--- src/efp_cfg.svh ---
// timing, width and limit constants for the user flash controller
`ifndef EFP_CFG_SVH
`define EFP_CFG_SVH

// ----------------------------------------------------------------
// array geometry
// ----------------------------------------------------------------
`define EFP_COL_W 6
`define EFP_DATA_W 32
`define EFP_ROW_W 9
`define EFP_ROWS_LARGE 304
`define EFP_ROWS_SMALL 128
`define EFP_PAGE_ROW_BITS 3

// ----------------------------------------------------------------
// timing
// ----------------------------------------------------------------
`define EFP_CLK_PERIOD_NS 100
`define EFP_TPWS_NS 100
`define EFP_TNWS_NS 100
`define EFP_PROGRAM_STROBE_TIME_US 16
`define EFP_ERASE_TIME_MS 120
`define EFP_TPWS_CYC ((`EFP_TPWS_NS + `EFP_CLK_PERIOD_NS - 1) / `EFP_CLK_PERIOD_NS)
`define EFP_TNWS_CYC ((`EFP_TNWS_NS + `EFP_CLK_PERIOD_NS - 1) / `EFP_CLK_PERIOD_NS)
`define EFP_PROGRAM_STROBE_CYC ((`EFP_PROGRAM_STROBE_TIME_US * 1000 + `EFP_CLK_PERIOD_NS - 1) / `EFP_CLK_PERIOD_NS)
`define EFP_ERASE_CYC ((`EFP_ERASE_TIME_MS * 1000000 + `EFP_CLK_PERIOD_NS - 1) / `EFP_CLK_PERIOD_NS)
`define EFP_SYNC_CYC 2
`define EFP_TMR_W 21

`endif

--- src/efp_pkg.sv ---
// types shared by the user flash controller
package efp_pkg;

  // ----------------------------------------------------------------
  // user commands
  // ----------------------------------------------------------------
  typedef enum logic [1:0] {
    EFP_OP_READ = 2'h0,
    EFP_OP_PROGRAM = 2'h1,
    EFP_OP_ERASE = 2'h2,
    EFP_OP_NONE = 2'h3
  } efp_op_e;

  // ----------------------------------------------------------------
  // controller states
  // ----------------------------------------------------------------
  typedef enum logic [2:0] {
    EFP_ST_IDLE = 3'b000,
    EFP_ST_RD_LOW = 3'b001,
    EFP_ST_RD_HIGH = 3'b010,
    EFP_ST_RD_WAIT = 3'b011,
    EFP_ST_PROGRAM_STROBE = 3'b100,
    EFP_ST_ERASE = 3'b101,
    EFP_ST_RECOVER = 3'b110
  } efp_state_e;

  // ----------------------------------------------------------------
  // flash control strobes
  // ----------------------------------------------------------------
  typedef struct packed {
    logic row_addr_en;
    logic col_addr_en;
    logic sense_amp_en;
    logic program_strobe;
    logic erase_strobe;
    logic store_strobe;
  } efp_strobes_s;

endpackage

--- src/efp_timer.sv ---
// loadable down counter that times flash phases
module efp_timer #(
  parameter int W = 21
) (
  // clocking
  input wire logic sys_clk,
  input wire logic rstn,
  input wire logic ce,
  // control
  input wire logic load,
  input wire logic [W-1:0] load_val,
  // status
  output logic done
);

  logic [W-1:0] cnt_reg;
  logic [W-1:0] cnt_next;

  always_comb begin
    cnt_next = cnt_reg;
    if (load) begin
      cnt_next = load_val;
    end else if (cnt_reg != '0) begin
      cnt_next = cnt_reg - {{(W-1){1'b0}}, 1'b1};
    end
  end

  always_ff @(posedge sys_clk) begin
    if (!rstn) begin
      cnt_reg <= '0;
    end else if (ce) begin
      cnt_reg <= cnt_next;
    end
  end

  // one count left means this cycle closes the phase
  assign done = (cnt_reg == {{(W-1){1'b0}}, 1'b1}) || (cnt_reg == '0);

endmodule

--- src/efp_ctrl.sv ---
// controller that drives the user flash strobe port from a command port
`include "efp_cfg.svh"

module efp_ctrl #(
  parameter int ROW_W = `EFP_ROW_W,
  parameter int ROWS = `EFP_ROWS_LARGE,
  parameter int PROGRAM_STROBE_CYC = `EFP_PROGRAM_STROBE_CYC,
  parameter int ERASE_CYC = `EFP_ERASE_CYC
) (
  // clocking
  input wire logic sys_clk,
  input wire logic rstn,
  input wire logic ce,
  // user command
  input wire logic cmd_valid,
  input wire efp_pkg::efp_op_e cmd_op,
  input wire logic [ROW_W-1:0] cmd_row,
  input wire logic [`EFP_COL_W-1:0] cmd_col,
  input wire logic [`EFP_DATA_W-1:0] cmd_wdata,
  output logic cmd_ready,
  // user answer
  output logic rsp_valid,
  output logic rsp_err,
  output logic [`EFP_DATA_W-1:0] rsp_rdata,
  // flash pins
  output logic [ROW_W-1:0] row_addr,
  output logic [`EFP_COL_W-1:0] col_addr,
  output logic [`EFP_DATA_W-1:0] flash_din,
  output efp_pkg::efp_strobes_s flash_ctl,
  input wire logic [`EFP_DATA_W-1:0] flash_dout
);

  localparam int TW = `EFP_TMR_W;

  // ----------------------------------------------------------------
  // read data synchroniser
  // ----------------------------------------------------------------
  logic [`EFP_DATA_W-1:0] dout_meta_reg;
  logic [`EFP_DATA_W-1:0] dout_sync_reg;

  always_ff @(posedge sys_clk) begin
    if (!rstn) begin
      dout_meta_reg <= '0;
      dout_sync_reg <= '0;
    end else if (ce) begin
      dout_meta_reg <= flash_dout;
      dout_sync_reg <= dout_meta_reg;
    end
  end

  // ----------------------------------------------------------------
  // sequencer
  // ----------------------------------------------------------------
  efp_pkg::efp_state_e state_reg;
  efp_pkg::efp_state_e state_next;
  efp_pkg::efp_strobes_s ctl_reg;
  efp_pkg::efp_strobes_s ctl_next;
  logic [ROW_W-1:0] row_reg;
  logic [ROW_W-1:0] row_next;
  logic [`EFP_COL_W-1:0] col_reg;
  logic [`EFP_COL_W-1:0] col_next;
  logic [`EFP_DATA_W-1:0] din_reg;
  logic [`EFP_DATA_W-1:0] din_next;
  logic [`EFP_DATA_W-1:0] rdata_reg;
  logic [`EFP_DATA_W-1:0] rdata_next;
  logic rsp_valid_reg;
  logic rsp_valid_next;
  logic rsp_err_reg;
  logic rsp_err_next;
  logic tmr_load;
  logic [TW-1:0] tmr_val;
  logic tmr_done;
  logic row_ok;

  assign row_ok = (32'(cmd_row) < 32'(ROWS));
  assign cmd_ready = (state_reg == efp_pkg::EFP_ST_IDLE);

  always_comb begin
    state_next = state_reg;
    ctl_next = ctl_reg;
    row_next = row_reg;
    col_next = col_reg;
    din_next = din_reg;
    rdata_next = rdata_reg;
    rsp_valid_next = 1'b0;
    rsp_err_next = 1'b0;
    tmr_load = 1'b0;
    tmr_val = '0;
    case (state_reg)
      efp_pkg::EFP_ST_IDLE: begin
        ctl_next = '0;
        if (cmd_valid) begin
          if (!row_ok || cmd_op == efp_pkg::EFP_OP_NONE) begin
            rsp_valid_next = 1'b1;
            rsp_err_next = 1'b1;
          end else begin
            row_next = cmd_row;
            col_next = cmd_col;
            tmr_load = 1'b1;
            if (cmd_op == efp_pkg::EFP_OP_READ) begin
              ctl_next.row_addr_en = 1'b1;
              ctl_next.col_addr_en = 1'b1;
              tmr_val = TW'(`EFP_TNWS_CYC);
              state_next = efp_pkg::EFP_ST_RD_LOW;
            end else if (cmd_op == efp_pkg::EFP_OP_PROGRAM) begin
              din_next = cmd_wdata;
              ctl_next.row_addr_en = 1'b1;
              ctl_next.col_addr_en = 1'b1;
              ctl_next.program_strobe = 1'b1;
              ctl_next.store_strobe = 1'b1;
              tmr_val = TW'(PROGRAM_STROBE_CYC);
              state_next = efp_pkg::EFP_ST_PROGRAM_STROBE;
            end else begin
              // column field ignored: erase hits the whole page
              row_next = {cmd_row[ROW_W-1:`EFP_PAGE_ROW_BITS], `EFP_PAGE_ROW_BITS'(0)};
              ctl_next.row_addr_en = 1'b1;
              ctl_next.erase_strobe = 1'b1;
              ctl_next.store_strobe = 1'b1;
              tmr_val = TW'(ERASE_CYC);
              state_next = efp_pkg::EFP_ST_ERASE;
            end
          end
        end
      end
      efp_pkg::EFP_ST_RD_LOW: begin
        if (tmr_done) begin
          ctl_next.sense_amp_en = 1'b1;
          tmr_load = 1'b1;
          tmr_val = TW'(`EFP_TPWS_CYC);
          state_next = efp_pkg::EFP_ST_RD_HIGH;
        end
      end
      efp_pkg::EFP_ST_RD_HIGH: begin
        if (tmr_done) begin
          ctl_next.sense_amp_en = 1'b0;
          tmr_load = 1'b1;
          tmr_val = TW'(`EFP_SYNC_CYC + 1);
          state_next = efp_pkg::EFP_ST_RD_WAIT;
        end
      end
      efp_pkg::EFP_ST_RD_WAIT: begin
        // word sensed in the high phase has now crossed both sync stages
        if (tmr_done) begin
          rdata_next = dout_sync_reg;
          rsp_valid_next = 1'b1;
          ctl_next = '0;
          state_next = efp_pkg::EFP_ST_RECOVER;
        end
      end
      efp_pkg::EFP_ST_PROGRAM_STROBE, efp_pkg::EFP_ST_ERASE: begin
        if (tmr_done) begin
          ctl_next = '0;
          rsp_valid_next = 1'b1;
          state_next = efp_pkg::EFP_ST_RECOVER;
        end
      end
      efp_pkg::EFP_ST_RECOVER: begin
        // one idle cycle with every strobe low before the next command
        ctl_next = '0;
        state_next = efp_pkg::EFP_ST_IDLE;
      end
      default: begin
        ctl_next = '0;
        state_next = efp_pkg::EFP_ST_IDLE;
      end
    endcase
  end

  always_ff @(posedge sys_clk) begin
    if (!rstn) begin
      state_reg <= efp_pkg::EFP_ST_IDLE;
      ctl_reg <= '0;
      row_reg <= '0;
      col_reg <= '0;
      din_reg <= '0;
      rdata_reg <= '0;
      rsp_valid_reg <= 1'b0;
      rsp_err_reg <= 1'b0;
    end else if (ce) begin
      state_reg <= state_next;
      ctl_reg <= ctl_next;
      row_reg <= row_next;
      col_reg <= col_next;
      din_reg <= din_next;
      rdata_reg <= rdata_next;
      rsp_valid_reg <= rsp_valid_next;
      rsp_err_reg <= rsp_err_next;
    end
  end

  efp_timer #(
    .W(TW)
  ) u_timer (
    .sys_clk(sys_clk),
    .rstn(rstn),
    .ce(ce),
    .load(tmr_load),
    .load_val(tmr_val),
    .done(tmr_done)
  );

  // ----------------------------------------------------------------
  // outputs
  // ----------------------------------------------------------------
  assign row_addr = row_reg;
  assign col_addr = col_reg;
  assign flash_din = din_reg;
  assign flash_ctl = ctl_reg;
  assign rsp_valid = rsp_valid_reg;
  assign rsp_err = rsp_err_reg;
  assign rsp_rdata = rdata_reg;

endmodule

--- config.mk ---
export PLATFORM = sky130hd
export DESIGN_NAME = efp_ctrl
export DESIGN_NICKNAME = d
export VERILOG_FILES = /design/src/efp_pkg.sv /design/src/efp_timer.sv /design/src/efp_ctrl.sv
export VERILOG_INCLUDE_DIRS = /design/src
export SDC_FILE = /design/constraint.sdc
export NUM_CORES = 1
export LEC_CHECK = 0
export BUFFER_PORTS_ARGS = -buffer_cell sky130_fd_sc_hd__buf_2
export CAP_MARGIN = 20
export CORE_MARGIN = 2
export CORE_UTILIZATION = 35
export CTS_CLUSTER_SIZE = 30
export DETAILED_ROUTE_END_ITERATION = 16
export GPL_ROUTABILITY_DRIVEN = 0
export PLACE_DENSITY = 0.62
export SYNTH_ARGS = -nofsm -noshare
export SYNTH_HDL_FRONTEND = slang
export SYNTH_SLANG_ARGS = --single-unit
--- constraint.sdc ---
create_clock -name sys_clk -period 2 [get_ports sys_clk]
set_input_delay 0.4 -clock sys_clk [delete_from_list [all_inputs] [get_ports sys_clk]]
set_output_delay 0.4 -clock sys_clk [all_outputs]
set_load 0.01 [all_outputs]
* Word level (Yosys, flattened, before mapping)
Index checks and enable logic that the tools add are counted.
Widths: inputs -> output; s select.
** Word-level totals
- Bits of input ports :: 85
- Logic and storage cells :: 92
- Memories :: 0
- Memory bits (writable) :: 0
- ROM bits :: 0
- Flip-flop bits (word level) :: 175
- Bits in latches :: 0
- Output and inout port bits :: 88
** Operators by class
- Reductions and logical operators :: 17
- Shifts and indexed selects :: 0
- Divide/modulo/power cells :: 0
- Equality and inequality tests :: 13
- Bitwise logic cells :: 3
- Magnitude comparators :: 1
- Add/subtract/negate cells :: 1
- $mul :: 0
- Muxes and demuxes :: 41
** Operators by type and width (count)
- $mux 21 :: 6
- $pmux 21 s3 :: 1
- $mux 3 :: 11
- $eq 21x1->1 const B :: 1
- $logic_not 21->1 :: 1
- $reduce_bool 21->1 :: 1
- $sub 21x1->21 const B :: 1
- $mux 1 :: 13
- $pmux 3 s4 :: 1
- $reduce_and 6->1 :: 2
- $lt 9x9->1 const B :: 1
- $pmux 3 s3 :: 1
- $ne 2x2->1 const B :: 4
- $reduce_and 4->1 :: 2
- $eq 3x2->1 const B :: 2
- $eq 3x3->1 const B :: 2
- $mux 2 :: 3
- $mux 6 :: 1
- $pmux 2 s3 :: 1
- $reduce_and 3->1 :: 2
- $pmux 1 s2 :: 2
- $eq 3x1->1 const B :: 1
- $logic_not 3->1 :: 1
- $not 1->1 :: 3
- other kinds (11) :: 12

* Depth between registers and ports, before layout
- Word-level depth :: 8
- Depth in mapped cells :: 8
- Mapped depth without buffers :: 7

* Hierarchy
Synthesis repeated with hierarchy kept, for this count alone.
** Second synthesis, totals
- Cells, all modules :: 820
- Area, all modules :: 7171.9 um2
** By module, submodules not included
- efp_ctrl :: cells an instance 636, sequential area each 3083.0 um2, area an instance 5736.8 um2, instances 1
- efp_timer :: cells an instance 184, sequential area each 420.4 um2, area an instance 1435.1 um2, instances 1

* Worst setup path after synthesis
OpenSTA, ideal clock, no wires.
- Path kind :: register -> register
- Start :: register u_timer.cnt_reg[1]
- End :: register u_timer.cnt_reg[6]
- Period minus slack after synthesis :: 1.977 ns
- Cell stages (with the launch flop) :: 9
- Arrival time :: 1.907 ns
- Setup slack :: 0.023 ns
- Library setup time :: 0.070 ns
- Required time :: 1.930 ns
- Buffers on the path :: 1
- Cell sequence :: dfxtp_1 -> inv_1 -> ha_1 -> or3b_1 -> clkbuf_1 -> or4_1 -> a31oi_1 -> o21ai_0 -> a21oi_1
** On the way
- Cells in the longest elaborated chain, start to end :: 6
- Elaborated cells on any way between the ends :: 11
- Classes of those cells :: 1 x add/sub; 1 x eq/ne; 4 x mux; 5 x reduce/logical
** Ends and longest elaborated chain
- from (decl) :: RTL line efp_timer.sv:16 : logic [W-1:0] cnt_reg;
- from (signal assigned) :: RTL line efp_timer.sv:32 : cnt_reg <= cnt_next;
- parallel branches: the longest is 6 deep, another holds $sub 21x1->21
Parallel ways; which one is timed is not known. The select of a mux whose other input is x is not followed.
A chain may end at the register's enable or synchronous reset.

* Final worst setup path
- Start :: register u_timer.cnt_reg[10]
- End :: register rdata_reg[10] (netlist: rsp_rdata[10])
** On the way
- Cells in the longest elaborated chain, start to end :: 3
- Elaborated cells on any way between the ends :: 4
- Classes of those cells :: 1 x eq/ne; 3 x reduce/logical
** Ends and longest elaborated chain
- $eq 21x1->1 or $logic_not 21->1 (tied branches) :: RTL line efp_timer.sv:37 : assign done = (cnt_reg == {{(W-1){1'b0}}, 1'b1}) || (cnt_reg == '0);
- $logic_or 1x1->1 * :: RTL line efp_timer.sv:37
- $reduce_and 3->1 (no line) *
- to (signal assigned) :: RTL line efp_ctrl.sv:185 : rdata_reg <= rdata_next;
- to (decl) :: RTL line efp_ctrl.sv:64 : logic [`EFP_DATA_W-1:0] rdata_reg;
Every way passes the cells marked *; elsewhere a longest branch is shown, timed or not.

==> impl_metrics.csv <==
group,metric,value,unit
run_status,status,"completed",
global_routing,grt_pass1_wl,32.2,mm
clocking,postCtsHoldBufs,0,
critical_path,path_class,"reg2reg",
place,placed_area,8830,um^2
global_routing,track_usage,0.181,
layout,drive_above_1_share,0.345,
clocking,cts_tree,"done",
clocking,cts_sinks,175,
pwr,p_leak,4.21,nW
synthesis,synthFlopType,"dfxtp_1",
layout,fin_nets,1154,
timing,fmax,0.508,GHz
synthesis,syn-num-nets,931,
critical_path,cp-start-kind,"flop",
pwr,total_power,12.8,mW
global_routing,grt_max_degree,56,
critical_path,cp_slowest_stage_delay,540,ps
floorplanning,num_io_pins,173,
critical_path,cp.depth,8,
critical_path,worst_setup_path_end_kind,"flop",
synthesis,synth-edff-count,0,
timing,slew_headroom,0.566,
pwr,power.density,1300,nW/um^2
layout,fill_cells,1980,
floorplanning,die_h,147,um
synthesis,syn_avg_cell_area,8.54,um^2
critical_path,path_max_fanout,8,
synthesis,seq_area_frac_synth,0.487,
critical_path,critical_path.top_delay_family,"simple AND/OR/NAND/NOR gates",
synthesis,ys_async_sr_fraction,0,
timing,rsz0062_at_grt,"yes",
layout,diodes,0,
synthesis,syn_inst,843,
clocking,root_buffer,"clkbuf_16",
global_routing,grt_pass1_vias,6449,
synthesis,syn_area,7200,um^2
critical_path,reg2reg_depth,8,
detailed_routing,drtIter0Drc,501,
hold_path,min_path_type,"in2reg",
layout,syn2layout_area_growth,37.0,%
floorplanning,die_w,147,um
critical_path,cp.arrival,2280,ps
layout,post-route-util,0.487,
timing,layout_min_cycle_time,1970,ps
detailed_routing,vias,6733,
detailed_routing,drc,0,
run,max_cap_viol_count,0,
critical_path,cp.required,2310,ps
floorplanning,rows,52,
detailed_routing,ant_nets,0,
clocking,clk_pin_slew_worst_paths,70,ps
timing,finalHoldViolations,0,
clocking,cts_buffers,17,
synthesis,yosysWarnings,0,
timing,setup_viol,0,
detailed_routing,wl_per_cell,15.4,um
critical_path,worst_path_max_delay_cell,"or4_4",
hold_path,hold_depth,3,
clocking,cts.path.max_buffers,2,
layout,multi_input_area,3740,um^2
detailed_routing,vias_per_cell,4.99,
timing,skew,9.58,ps
critical_path,worst-path-buf-inv,3,
global_routing,antenna_found_initial,0,
timing,worstMarginPinSlew,651,ps
critical_path,crit_chain,"or4_4 > buf_8 > nor3_4 > nand4_1 > buf_6 > clkbuf_16 > nand2_4 > a21oi_2",
detailed_routing,wl,20.7,mm
pwr,peakVddDrop,0.720,mV
place,dp_hpwl,13.7,mm
detailed_routing,drtPass1Iterations,5,
synthesis,synth_cell_type_count,65,
clocking,insertion_delay,420,ps
synthesis,synth_seq_cells,175,
timing,post-route-period-util,0.985,
clocking,cts.htree.levels,4,
layout,final_cell_area,9860,um^2
timing,maxSlewViolCount,0,
layout,ff_latch_area,3510,um^2
floorplanning,core,20200,um^2
floorplanning,dieArea,21700,um^2
place,portBuffers,172,
floorplanning,start_util,0.356,
timing,hold_slack,206,ps
global_routing,gr-total-overflow,0,
[metal layers]
metal | track usage | vias up | wire, um
met3 | 0.0506 | 33 | 1300
met5 | 0 | - | 0
li1 | - | 3364 | -
met2 | 0.302 | 209 | 9800
met4 | 0.0635 | 0 | 426
met1 | 0.226 | 3127 | 9180
[logic make-up after synthesis]
logic type,after synthesis,synth area share
multiplexers,68,0.0945
buffers and inverters,65,0.0379
XOR/XNOR,2,0.00243
AND/OR/NAND/NOR,357,0.232
AO/OA/AOI/OAI,173,0.142
adder cells (fa/ha/maj),3,0.00521
flip-flops,175,0.487
[placed cells by master, fill, tap and decap left out, types with 4 or more instances in the layout]
cell	count
a21oi_2	16
inv_1	6
buf_4	72
nand3_1	16
nor4_1	6
dfxtp_2	5
nand2_1	155
buf_12	6
a21oi_1	91
nand3b_1	5
nand4_1	8
nand2b_1	5
clkbuf_16	20
nand2_4	14
nor2_1	79
or3_1	4
nor3_1	16
buf_2	172
o21ai_0	15
mux2i_1	68
o211ai_1	5
buf_6	6
o22ai_1	6
a31oi_1	5
dfxtp_1	170
nand2_2	11
[metrics by stage]
step | cells | setup TNS [ps] | worst slack, ps
global route | 1349 | -303 | -40.5
floorplan | 843 | 0 | 23.0
detailed placement | 1307 | -378 | -114
CTS | 1339 | 0 | 7.06
global placement | 1307 | -154 | -63.9
finish | 1349 | 0 | 30.2
[synthesized netlist by cell type (5+ instances only)]
| cell | n | share of area |
|---|---|---|
| nand2b_1 | 5 | 0.0043 |
| nand3b_1 | 5 | 0.0052 |
| a31oi_1 | 6 | 0.0052 |
| nor3_1 | 18 | 0.013 |
| o211ai_1 | 5 | 0.0052 |
| buf_2 | 20 | 0.014 |
| inv_1 | 8 | 0.0042 |
| nor2_1 | 81 | 0.042 |
| a21oi_1 | 107 | 0.074 |
| nand4_1 | 8 | 0.0070 |
| nand2_1 | 179 | 0.093 |
| nor4_1 | 8 | 0.0070 |
| mux2i_1 | 68 | 0.095 |
| o22ai_1 | 6 | 0.0052 |
| clkbuf_1 | 35 | 0.018 |
| o21ai_0 | 15 | 0.010 |
| dfxtp_1 | 175 | 0.49 |
| nand3_1 | 17 | 0.012 |
[path summary, 6_finish.rpt]
path                             from       endpoint  slack [ps]
setup / recovery  u_timer.cnt_reg[10]  rsp_rdata[10]          30
hold / removal           cmd_wdata[3]   flash_din[3]         210
setup reg to reg  u_timer.cnt_reg[10]  rsp_rdata[10]          30
hold reg to reg           row_addr[1]    row_addr[1]         450
[worst register-to-register path, stage by stage, from the launching register on]
cell and delay (ps):
dfxtp_2 320, or4_4 540, buf_8 160, nor3_4 220, nand4_1 140, buf_6 170
clkbuf_16 200, nand2_4 70, a21oi_2 50
[power breakdown]
part,switching [mW],internal [mW]
Combinational,2.99,2.58
Clock,1.43,1.77
Sequential,0.238,3.80
Total,4.66,8.15
[layout make-up]
class | instances | area share
Multi-Input combinational cell | 603 | 0.379
Sequential cell | 175 | 0.356
Timing Repair Buffer | 260 | 0.170
Clock buffer | 21 | 0.0457
Tap cell | 270 | 0.0343
Clock inverter | 11 | 0.0108
Inverter | 9 | 0.00368
[repair_timing]
item	4_1_cts	5_1_grt
endpoints found under the setup margin	5	75
buffers inserted	0	5
gates resized for setup	4	85
gates cloned	0	5
pin swaps	0	26
hold endpoints to repair	0	0
No activity file was read; power rests on OpenSTA's default activity.
